[src/opm_pkg.sv]
package opm_pkg;

  // ------------------------------------------------------------------
  // operating modes, gray coded along full-on, active, sleep, deep sleep
  // ------------------------------------------------------------------
  typedef enum logic [2:0] {
    OPM_FULL_ON    = 3'h0,
    OPM_ACTIVE     = 3'h1,
    OPM_SLEEP      = 3'h3,
    OPM_DEEP_SLEEP = 3'h2,
    OPM_HIBERNATE  = 3'h6
  } opm_mode_e;

  // ------------------------------------------------------------------
  // clock source switch sequence
  // ------------------------------------------------------------------
  typedef enum logic [1:0] {
    OPM_SW_RUN  = 2'h0,
    OPM_SW_GATE = 2'h1,
    OPM_SW_FLIP = 2'h3
  } opm_sw_e;

  // ------------------------------------------------------------------
  // timing
  // ------------------------------------------------------------------
  localparam int CLK_PERIOD_NS    = 4;
  localparam int SWITCH_SETTLE_NS = 16;
  localparam int SWITCH_SETTLE_CYC =
    (SWITCH_SETTLE_NS + CLK_PERIOD_NS - 1) / CLK_PERIOD_NS;
  localparam int SYNC_STAGES      = 3;

  // ------------------------------------------------------------------
  // reset values
  // ------------------------------------------------------------------
  localparam opm_mode_e RESET_MODE     = OPM_FULL_ON;
  localparam logic      RESET_SEL_PLL  = 1'b1;
  localparam logic      RESET_CLK_EN   = 1'b1;
  localparam logic      RESET_PLL_EN   = 1'b1;

endpackage

[src/opm_clk_switch.sv]
`timescale 1ns/1ps
module opm_clk_switch
  import opm_pkg::*;
(
  input  wire logic clk,
  input  wire logic reset_n,
  input  wire logic want_pll,
  input  wire logic core_req,
  input  wire logic sys_req,
  output logic      sel_pll,
  output logic      core_en,
  output logic      sys_en,
  output logic      busy
);

  localparam int CW = $clog2(SWITCH_SETTLE_CYC + 1);
  localparam logic [CW-1:0] SETTLE_LAST = CW'(SWITCH_SETTLE_CYC - 1);

  opm_sw_e       state;
  logic [CW-1:0] cnt;

  assign busy = (state != OPM_SW_RUN) || (want_pll != sel_pll);

  // ------------------------------------------------------------------
  // gate, settle, flip source, settle, ungate
  // ------------------------------------------------------------------
  // both clocks are held off across the flip so no short pulse leaks out
  always_ff @(posedge clk or negedge reset_n) begin
    if (!reset_n) begin
      state <= OPM_SW_RUN;
      cnt   <= '0;
    end else begin
      unique case (state)
        OPM_SW_RUN: begin
          if (want_pll != sel_pll) begin // [RULE16]
            state <= OPM_SW_GATE;
            cnt   <= SETTLE_LAST;
          end
        end
        OPM_SW_GATE: begin
          if (cnt == '0) begin
            state <= OPM_SW_FLIP;
            cnt   <= SETTLE_LAST;
          end else begin
            cnt <= cnt - 1'b1;
          end
        end
        OPM_SW_FLIP: begin
          if (cnt == '0) begin
            state <= OPM_SW_RUN;
          end else begin
            cnt <= cnt - 1'b1;
          end
        end
        default: begin
          state <= OPM_SW_RUN;
        end
      endcase
    end
  end

  always_ff @(posedge clk or negedge reset_n) begin
    if (!reset_n) begin
      sel_pll <= RESET_SEL_PLL;
    end else if (state == OPM_SW_GATE && cnt == '0) begin
      sel_pll <= want_pll; // [RULE16]
    end
  end

  always_ff @(posedge clk or negedge reset_n) begin
    if (!reset_n) begin
      core_en <= RESET_CLK_EN;
      sys_en  <= RESET_CLK_EN;
    end else if (!busy) begin
      core_en <= core_req;
      sys_en  <= sys_req;
    end else begin
      core_en <= 1'b0; // [RULE16]
      sys_en  <= 1'b0;
    end
  end
endmodule

[src/opm_power_ctrl.sv]
`timescale 1ns/1ps
// Notes on behaviour
// RULE1: five operating modes, chosen by a software mode request.
// RULE2: each peripheral clock is gated on its own use request.
// RULE3: full-on runs pll enabled, not bypassed, clocks from pll.
// RULE4: reset puts the device in full-on mode.
// RULE5: active keeps pll enabled but bypassed; clocks at reference rate.
// RULE6: active mode allows dma to l1 memory.
// RULE7: in active, the pll off bit turns off the pll control input.
// RULE8: software re-enables pll before asking full-on or sleep.
// RULE9: sleep stops core clock, keeps pll and system clock.
// RULE10: in sleep an enabled wakeup event samples the bypass bit.
// RULE11: wake to full-on if bypass clear, to active if set.
// RULE12: sleep refuses system dma to l1 memory.
// RULE13: deep sleep stops core and system clocks.
// RULE14: deep sleep leaves on rtc interrupt to active; reset gives full-on.
// RULE15: hibernate removes core power and clocks; wake starts reset sequence.
// RULE16: clock source changes are glitch free, clocks gated across the switch.
module opm_power_ctrl
  import opm_pkg::*;
#(
  parameter int NUM_WAKE   = 8,
  parameter int NUM_PERIPH = 16
)(
  input  wire logic                  clk,
  input  wire logic                  reset_n,
  input  wire logic                  mode_req_valid,
  input  wire logic [2:0]            mode_req,
  input  wire logic                  pll_off_bit,
  input  wire logic                  bypass_bit,
  input  wire logic [NUM_WAKE-1:0]   wakeup_enable_reg,
  input  wire logic [NUM_WAKE-1:0]   wake_event,
  input  wire logic                  rtc_irq,
  input  wire logic                  hib_wake,
  input  wire logic [NUM_PERIPH-1:0] periph_use,
  output opm_mode_e                  mode_state,
  output logic                       pll_enable,
  output logic                       pll_bypass,
  output logic                       core_clk_en,
  output logic                       sys_clk_en,
  output logic [NUM_PERIPH-1:0]      periph_clk_en,
  output logic                       core_power_on,
  output logic                       dma_l1_allow,
  output logic                       hw_reset_req,
  output logic                       req_refused
);

  localparam int AW = NUM_WAKE + 2;

  // ------------------------------------------------------------------
  // helpers
  // ------------------------------------------------------------------
  function automatic logic legal_mode(input logic [2:0] code);
    legal_mode = (code == OPM_FULL_ON) || (code == OPM_ACTIVE) ||
                 (code == OPM_SLEEP) || (code == OPM_DEEP_SLEEP) ||
                 (code == OPM_HIBERNATE);
  endfunction

  function automatic logic needs_pll(input logic [2:0] code);
    needs_pll = (code == OPM_FULL_ON) || (code == OPM_SLEEP);
  endfunction

  // ------------------------------------------------------------------
  // input synchronisers for wake sources from other domains
  // ------------------------------------------------------------------
  logic [AW-1:0] sync1;
  logic [AW-1:0] sync2;
  logic [AW-1:0] sync3;
  logic [AW-1:0] async_stable;

  always_ff @(posedge clk or negedge reset_n) begin
    if (!reset_n) begin
      sync1 <= '0;
      sync2 <= '0;
      sync3 <= '0;
    end else begin
      sync1 <= {hib_wake, rtc_irq, wake_event};
      sync2 <= sync1;
      sync3 <= sync2;
    end
  end

  // a bit changes only once stages two and three agree
  always_ff @(posedge clk or negedge reset_n) begin
    if (!reset_n) begin
      async_stable <= '0;
    end else begin
      async_stable <= (~(sync2 ^ sync3) & sync3) | ((sync2 ^ sync3) & async_stable);
    end
  end

  logic wake_hit;
  logic rtc_hit;
  logic hib_hit;

  assign wake_hit = |(async_stable[NUM_WAKE-1:0] & wakeup_enable_reg); // [RULE10]
  assign rtc_hit  = async_stable[NUM_WAKE];
  assign hib_hit  = async_stable[NUM_WAKE+1];

  // ------------------------------------------------------------------
  // mode state machine
  // ------------------------------------------------------------------
  opm_mode_e mode;
  logic      want_pll;
  logic      sw_busy;
  logic      sw_sel_pll;
  logic      sw_core_en;
  logic      sw_sys_en;
  logic      req_ok;
  logic      req_blocked;

  // requests are only taken while the core runs and no source switch is underway
  assign req_ok = mode_req_valid && !sw_busy && legal_mode(mode_req) &&
                  (mode == OPM_FULL_ON || mode == OPM_ACTIVE); // [RULE1]
  // a disabled pll cannot back full-on or sleep
  assign req_blocked = req_ok && needs_pll(mode_req) &&
                       (mode == OPM_ACTIVE) && pll_off_bit; // [RULE8]

  always_ff @(posedge clk or negedge reset_n) begin
    if (!reset_n) begin
      mode <= RESET_MODE; // [RULE4]
    end else begin
      unique case (mode)
        OPM_FULL_ON, OPM_ACTIVE: begin
          if (req_ok && !req_blocked) begin
            mode <= opm_mode_e'(mode_req); // [RULE1]
          end
        end
        OPM_SLEEP: begin
          if (wake_hit) begin
            mode <= bypass_bit ? OPM_ACTIVE : OPM_FULL_ON; // [RULE11]
          end
        end
        OPM_DEEP_SLEEP: begin
          if (rtc_hit) begin
            mode <= OPM_ACTIVE; // [RULE14]
          end
        end
        OPM_HIBERNATE: begin
          if (hib_hit) begin
            mode <= OPM_FULL_ON; // [RULE15]
          end
        end
        default: begin
          mode <= RESET_MODE;
        end
      endcase
    end
  end

  always_ff @(posedge clk or negedge reset_n) begin
    if (!reset_n) begin
      req_refused <= 1'b0;
    end else begin
      req_refused <= (mode_req_valid && !req_ok) || req_blocked;
    end
  end

  // sleep and the low states keep whatever source was last selected
  always_ff @(posedge clk or negedge reset_n) begin
    if (!reset_n) begin
      want_pll <= RESET_SEL_PLL;
    end else if (mode == OPM_FULL_ON) begin
      want_pll <= 1'b1; // [RULE3]
    end else if (mode == OPM_ACTIVE) begin
      want_pll <= 1'b0; // [RULE5]
    end
  end

  // ------------------------------------------------------------------
  // clock source switch and gating
  // ------------------------------------------------------------------
  logic core_req;
  logic sys_req;

  assign core_req = (mode == OPM_FULL_ON) || (mode == OPM_ACTIVE); // [RULE9]
  assign sys_req  = core_req || (mode == OPM_SLEEP); // [RULE13]

  opm_clk_switch u_switch (
    .clk      (clk),
    .reset_n  (reset_n),
    .want_pll (want_pll),
    .core_req (core_req),
    .sys_req  (sys_req),
    .sel_pll  (sw_sel_pll),
    .core_en  (sw_core_en),
    .sys_en   (sw_sys_en),
    .busy     (sw_busy)
  );

  assign core_clk_en = sw_core_en;
  assign sys_clk_en  = sw_sys_en;

  // status copy of the source select, one cycle behind the mux itself
  always_ff @(posedge clk or negedge reset_n) begin
    if (!reset_n) begin
      pll_bypass <= !RESET_SEL_PLL;
    end else begin
      pll_bypass <= !sw_sel_pll; // [RULE5]
    end
  end

  always_ff @(posedge clk or negedge reset_n) begin
    if (!reset_n) begin
      periph_clk_en <= '0;
    end else begin
      periph_clk_en <= periph_use & {NUM_PERIPH{sw_sys_en}}; // [RULE2]
    end
  end

  // ------------------------------------------------------------------
  // pll, power, dma and reset outputs
  // ------------------------------------------------------------------
  always_ff @(posedge clk or negedge reset_n) begin
    if (!reset_n) begin
      pll_enable <= RESET_PLL_EN;
    end else begin
      unique case (mode)
        OPM_FULL_ON:    pll_enable <= 1'b1; // [RULE3]
        OPM_ACTIVE:     pll_enable <= !pll_off_bit; // [RULE7]
        OPM_SLEEP:      pll_enable <= 1'b1; // [RULE9]
        OPM_DEEP_SLEEP: pll_enable <= 1'b0;
        OPM_HIBERNATE:  pll_enable <= 1'b0;
        default:        pll_enable <= RESET_PLL_EN;
      endcase
    end
  end

  always_ff @(posedge clk or negedge reset_n) begin
    if (!reset_n) begin
      core_power_on <= 1'b1;
      dma_l1_allow  <= 1'b1;
      mode_state    <= RESET_MODE;
    end else begin
      core_power_on <= (mode != OPM_HIBERNATE); // [RULE15]
      dma_l1_allow  <= (mode == OPM_FULL_ON) || (mode == OPM_ACTIVE); // [RULE6] [RULE12]
      mode_state    <= mode;
    end
  end

  // waking from hibernate restarts the system through the reset sequence
  always_ff @(posedge clk or negedge reset_n) begin
    if (!reset_n) begin
      hw_reset_req <= 1'b0;
    end else begin
      hw_reset_req <= (mode == OPM_HIBERNATE) && hib_hit; // [RULE15]
    end
  end
endmodule

[config.mk]
export PLATFORM = sky130hd
export DESIGN_NAME = opm_power_ctrl
export DESIGN_NICKNAME = d
export VERILOG_FILES = /design/src/opm_pkg.sv /design/src/opm_clk_switch.sv /design/src/opm_power_ctrl.sv
export SDC_FILE = /design/constraint.sdc
export NUM_CORES = 1
export LEC_CHECK = 0
export BUFFER_PORTS_ARGS = -buffer_cell sky130_fd_sc_hd__buf_2
export CORE_MARGIN = 1.5
export CORE_UTILIZATION = 55
export DETAILED_ROUTE_END_ITERATION = 16
export GPL_TIMING_DRIVEN = 1
export PLACE_DENSITY = 0.83
export SLEW_MARGIN = 5
export SYNTH_ARGS = -nofsm -noshare
export SYNTH_HDL_FRONTEND = slang
export SYNTH_SLANG_ARGS = --single-unit
export TNS_END_PERCENT = 20
[constraint.sdc]
create_clock -name clk -period 3.5 [get_ports clk]
set_input_delay 0.175 -clock clk [delete_from_list [all_inputs] [get_ports clk]]
set_output_delay 0.175 -clock clk [all_outputs]
set_load 0.01 [all_outputs]
; Yosys cells after proc, flatten, opt, wreduce, memory -nomap -nowiden
; Cells that the tools add are included.
[word_totals]
ff_bits = 77
out_inout_bits = 27
[op_classes]
add_sub_neg = 1
n_eq_ne = 20
muxes = 19
n_bitwise = 7
n_reduce_logical = 37
[op_table]
columns = operator, n
row1 = $mux W3, 7
row2 = $and A10 B10 Y10, 2
row3 = $and A16 B16 Y16, 1
row4 = $eq A3 B2 Y1 const B, 4
row5 = $pmux W3 S4, 1
row6 = $logic_and A1 B1 Y1, 10
row7 = $ne A2 B2 Y1 const B, 5
row8 = $not A10 Y10, 1
row9 = $or A10 B10 Y10, 1
row10 = $xor A10 B10 Y10, 1
row11 = $logic_not A3 Y1, 3
row12 = $logic_or A1 B1 Y1, 9
row13 = $pmux W3 S3, 1
row14 = $and A8 B8 Y8, 1
row15 = $reduce_or A8 Y1, 1
row16 = $eq A3 B1 Y1 const B, 2
row17 = $eq A3 B3 Y1 const B, 2
row18 = $mux W2, 3
row19 = $ne A2 B1 Y1 const B, 3
row20 = $pmux W2 S3, 1
row21 = $reduce_and A3 Y1, 2
row22 = $logic_not A1 Y1, 5
row23 = $mux W1, 5
row24 = $reduce_and A4 Y1, 1
row25 = other kinds (10), 12

; Logic depth before layout (Yosys ltp)
[depth]
word_depth = 14
mapped_depth = 5

; Cells and area by module
; From an unflattened synthesis, not the netlist that was laid out.
[hier_totals]
cells_unflattened = 174
hier_area_um2 = 2648.8
[modules_own_cells]
columns = module, n_inst, cells_each, area_per_inst_um2
row1 = opm_power_ctrl, 1, 137, 2197.1
row2 = opm_clk_switch, 1, 37, 451.7

; Worst setup path after synthesis
; OpenSTA, ideal clock, no wires.
[synth_timing]
kind = reg-to-reg
from = register u_switch.cnt[0]
to = register u_switch.sel_pll
arrival_ns = 1.254
required_time_ns = 3.418
slack_ns = 2.163
path_stages_with_launch = 6
n_path_buf = 0
path_cell_list = dfrtp_1 inv_1 ha_1 nor2b_1 and3_1 mux2_2
[synth_between]
elab_chain_cells = 2
[synth_lines]
columns = item, line_no
row1 = from (decl), opm_clk_switch.sv:20  ; logic [CW-1:0] cnt;
row2 = from (signal assigned), opm_clk_switch.sv:45  ; cnt <= cnt - 1'b1;
row3 = from (signal assigned), opm_clk_switch.sv:52  ; cnt <= cnt - 1'b1;
row4 = $logic_not A3 Y1, opm_clk_switch.sv:65  ; end else if (state == OPM_SW_GATE && cnt == '0) begin
row5 = $logic_and A1 B1 Y1, opm_clk_switch.sv:65
row6 = to (signal assigned), opm_clk_switch.sv:66  ; sel_pll <= want_pll;
row7 = to (decl), opm_clk_switch.sv:10  ; output logic sel_pll,
; No other way between the ends.
; A chain may end at the register's enable or synchronous reset.

; Worst setup path in the final report
[layout_timing]
from = register mode[2]
to = register mode[0]
[layout_between]
elab_chain_cells = 10
[layout_lines]
columns = item, line_no
row1 = from (decl), opm_power_ctrl.sv:103  ; opm_mode_e mode;
row2 = from (signal assigned), opm_power_ctrl.sv:126  ; mode <= opm_mode_e'(mode_req);
row3 = from (signal assigned), opm_power_ctrl.sv:131  ; mode <= bypass_bit ? OPM_ACTIVE : OPM_FULL_ON;
row4 = $eq A3 B1 Y1 / $logic_not A3 Y1 (equally long branches), "opm_power_ctrl.sv:114, opm_power_ctrl.sv:117, opm_power_ctrl.sv:123"
row5 = $logic_or A1 B1 Y1, opm_power_ctrl.sv:114  ; (mode == OPM_FULL_ON || mode == OPM_ACTIVE);
row6 = $logic_and A1 B1 Y1, opm_power_ctrl.sv:113  ; assign req_ok = mode_req_valid && !sw_busy && legal_mode(mode_req) &&
row7 = $logic_and A1 B1 Y1 (2 in a row), opm_power_ctrl.sv:116  ; assign req_blocked = req_ok && needs_pll(mode_req) &&
row8 = $logic_and A1 B1 Y1, opm_power_ctrl.sv:117  ; (mode == OPM_ACTIVE) && pll_off_bit;
row9 = $logic_not A1 Y1, opm_power_ctrl.sv:125  ; if (req_ok && !req_blocked) begin
row10 = $logic_and A1 B1 Y1, opm_power_ctrl.sv:125
row11 = $ne A2 B2 Y1 (no source line), n/a
row12 = $reduce_and A4 Y1 (no source line), n/a
; Parallel ways exist; a longest one is shown, timed or not.

==> out/metrics.yaml <==
timing:
  tns_ns: 0
  skew_ns: 0.01106
  max_freq_mhz: 680.4
  worst_pin_slew_ns: 0.8952
  hold_slack_ns: 0.03681
  fin_crit_ns: 1.470
  finalSetupViolCount: 0
  setup_ws_ns: 2.030
  relSlewSlack: 0.4032
  hold_viol_final: 0
  drv_slew: 0
  rsz0062_at_grt: "no"
  period_share: 0.4199
detailed_routing:
  ant_nets: 0
  route.vias.total: 1558
  drtPass1Iterations: 4
  routed_wl_um: 4314
  viasPerCell: 5.058
  drc_errors: 0
  wl_per_cell_um: 14.01
  first_iter_violations: 75
global_route:
  first_global_vias: 1565
  antenna_found_initial: 0
  grt_usage: 0.1847
  overflow: 0
  grt_max_degree: 78
  grt_pass1_wl_um: 6824
clock_tree:
  cts_buffers: 9
  clkSinkCount: 77
  clk_latency_ns: 0.34
  clockRootBuffer: "clkbuf_8"
  clk_path_buf_depth: 2
  cts_tree: "built"
  ctsHoldBuffers: 11
  cts_setup_buffers: 0
  path_clk_slew_ns: 0.08
  cts_resized: 0
  htree_levels: 3
setup_path:
  regToRegStartpoint: "mode[2]$_DFFE_PN0P_"
  slowest_delay_ns: 0.59
  critPathSlowestCell: "dfrtp_1"
  r2r-end: "mode[0]$_DFFE_PN0P_"
  critPathLaunchType: "flop"
  cp_num_buf_inv: 0
  cp.required_ns: 3.72
  cp.arrival_ns: 1.69
  crit_top_cell: "o221ai_2"
  crit_family: "flip-flops"
  crit_fanout: 12
  r2r_slack_ns: 2.03
  path_cells: "and4bb_1, o221ai_2, and2_4, o221ai_2"
  r2r_cells: 4
  endpoint_kind: "flop"
  path_class: "flop to flop"
synth:
  synth-seq-cells: 77
  syn_inst: 164
  yosys_warnings: 0
  yosysUniqueCellTypes: 35
  syn_area_per_cell_um2: 15.57
  syn-num-nets: 208
  synth_area_mm2: 0.002554
  ys_seq_area_frac: 0.7580
hold_path:
  hp-class: "input port to flop"
  holdPathEnd: "periph_clk_en[4]$_DFF_PN0_"
  min_path_cells: 2
  holdCritStartpoint: "periph_use[4]"
status:
  status: "complete, no violations"
final_layout:
  area_growth_pct: 27.73
  antenna_cells: 0
  final_cell_mix: "dfrtp_1 (70), buf_2 (67), and2_1 (17)"
  layout_commonest_cell: "dfrtp_1"
  fin_area_mm2: 0.003262
  nNetsFinal: 295
  layout-drive-gt1-share: 0.3750
  nFillCells: 289
pwr:
  power_switching_uw: 559.2
  comb_power_share: 0.165
  sw_frac_of_total: 0.2622
  clkPwrFrac: 0.316
  power.density_mw_per_mm2: 653.9
  p_seq_frac: 0.519
  internal_power_uw: 1574
  power_leakage_uw: 0.001627
  vdd_drop_max_mv: 0.5263
floorplanning:
  start_util: 0.5785
  row_count: 24
  die-area_mm2: 0.005061
  die_h_um: 71.14
  core_mm2: 0.004414
  die_x_um: 71.14
  ios: 69
place:
  gp_congestion: 0.7611
  numPortBuffers: 68
  hpwl_um: 2746
  placed_area_mm2: 0.002942
  post-place-ws_ns: 2.056
run:
  cap_violations: 0
==> cell type report <==
| cell class | instances | area (µm²) | share of cell area |
|---|---|---|---|
| clock inverters | 5 | 58.81 | 0.01803 |
| well taps | 52 | 65.06 | 0.01995 |
| multi-input cells | 79 | 579.3 | 0.1776 |
| flip-flops and latches | 77 | 1936 | 0.5934 |
| clock buffers | 11 | 151.4 | 0.04641 |
| inverters | 5 | 18.77 | 0.005754 |
| repair buffers | 79 | 452.9 | 0.1389 |
==> synthesized netlist by cell type <==
cell type   n  area [µm²]
and4bb_1    1       12.51
nand2b_1    4       25.02
a211o_1     1       8.760
o31ai_1     1       7.510
mux2_2      1       11.26
maj3_1     10       100.1
nand2_1     5       18.77
mux2i_1     3       30.03
o2bb2ai_1   1       8.760
and2_1     17       106.4
a221oi_1    1       8.760
xnor2_1     2       17.52
dfstp_2     7       183.9
nor2_2      1       6.260
and3_1      3       18.77
nand4_1     1       6.260
a22o_1      2       17.52
and2_4      1       8.760
nand3_1     2       10.01
a22oi_1     2       15.01
ha_1        2       25.02
nor3_1      2       10.01
buf_2       1       5.000
o221ai_2    2       30.03
a21oi_1     2       10.01
a32oi_1     1       8.760
and4_1      1       8.760
nor2b_1     3       18.77
clkbuf_1    1       3.750
nor2_1      5       18.77
inv_1       5       18.77
o21ai_0     1       5.000
o22ai_1     1       6.260
buf_6       1       11.26
dfrtp_1    70        1752
==> worst max-delay path by stage <==
stage                                    to                         from  slack (ns)  cells past startpoint
3_3_place_gp            mode[0]$_DFFE_PN0P_          mode[2]$_DFFE_PN0P_        2.10                      4
5_1_grt                 mode[2]$_DFFE_PN0P_          mode[2]$_DFFE_PN0P_        1.94                      4
2_1_floorplan  u_switch.sel_pll$_DFFE_PN1P_  u_switch.cnt[0]$_DFFE_PN0P_        2.16                      5
3_5_place_dp            mode[0]$_DFFE_PN0P_          mode[2]$_DFFE_PN0P_        2.06                      4
6_report                mode[0]$_DFFE_PN0P_          mode[2]$_DFFE_PN0P_        2.03                      4
4_1_cts                 mode[2]$_DFFE_PN0P_          mode[2]$_DFFE_PN0P_        2.05                      4
==> power by group through the flow <==
stage | clock network (µW) | logic, µW | registers [µW]
finish | 675 | 352 | 1110
global route | 727 | 386 | 1120
CTS | 695 | 357 | 1110
detailed placement | 0 | 346 | 1120
global placement | 0 | 327 | 1120
floorplan | 0 | 200 | 1130
==> logic make-up (layout without fill, tap and decap cells) <==
logic type      count (synthesis)  in the layout  share of synthesized area
flops                          77             77                     0.7580
simple gates                   46             46                     0.1053
compound gates                 15             15                    0.04949
fa+ha+maj                      12             12                    0.04900
buf+inv                         8            100                    0.01519
mux                             4              4                    0.01617
xor+xnor                        2              2                   0.006861
==> stage by stage <==
stage          std cells  utilization  power [µW]
2_1_floorplan        164            -        1327
3_3_place_gp         281       0.6664        1443
3_5_place_dp         281       0.6664        1468
4_1_cts              308       0.7389        2160
5_1_grt              308       0.7389        2236
6_report             308       0.7389        2133
==> metal layers <==
metal	routed length, µm	share of wire	GRT usage	up-vias
met5	0	0	0	-
met3	200	0.046	0.06980	8
met1	1739	0.40	0.2112	774
met2	2294	0.53	0.3066	49
met4	80	0.019	0.08805	0
li1	-	-	-	727
(Power assumes the default switching activity.)
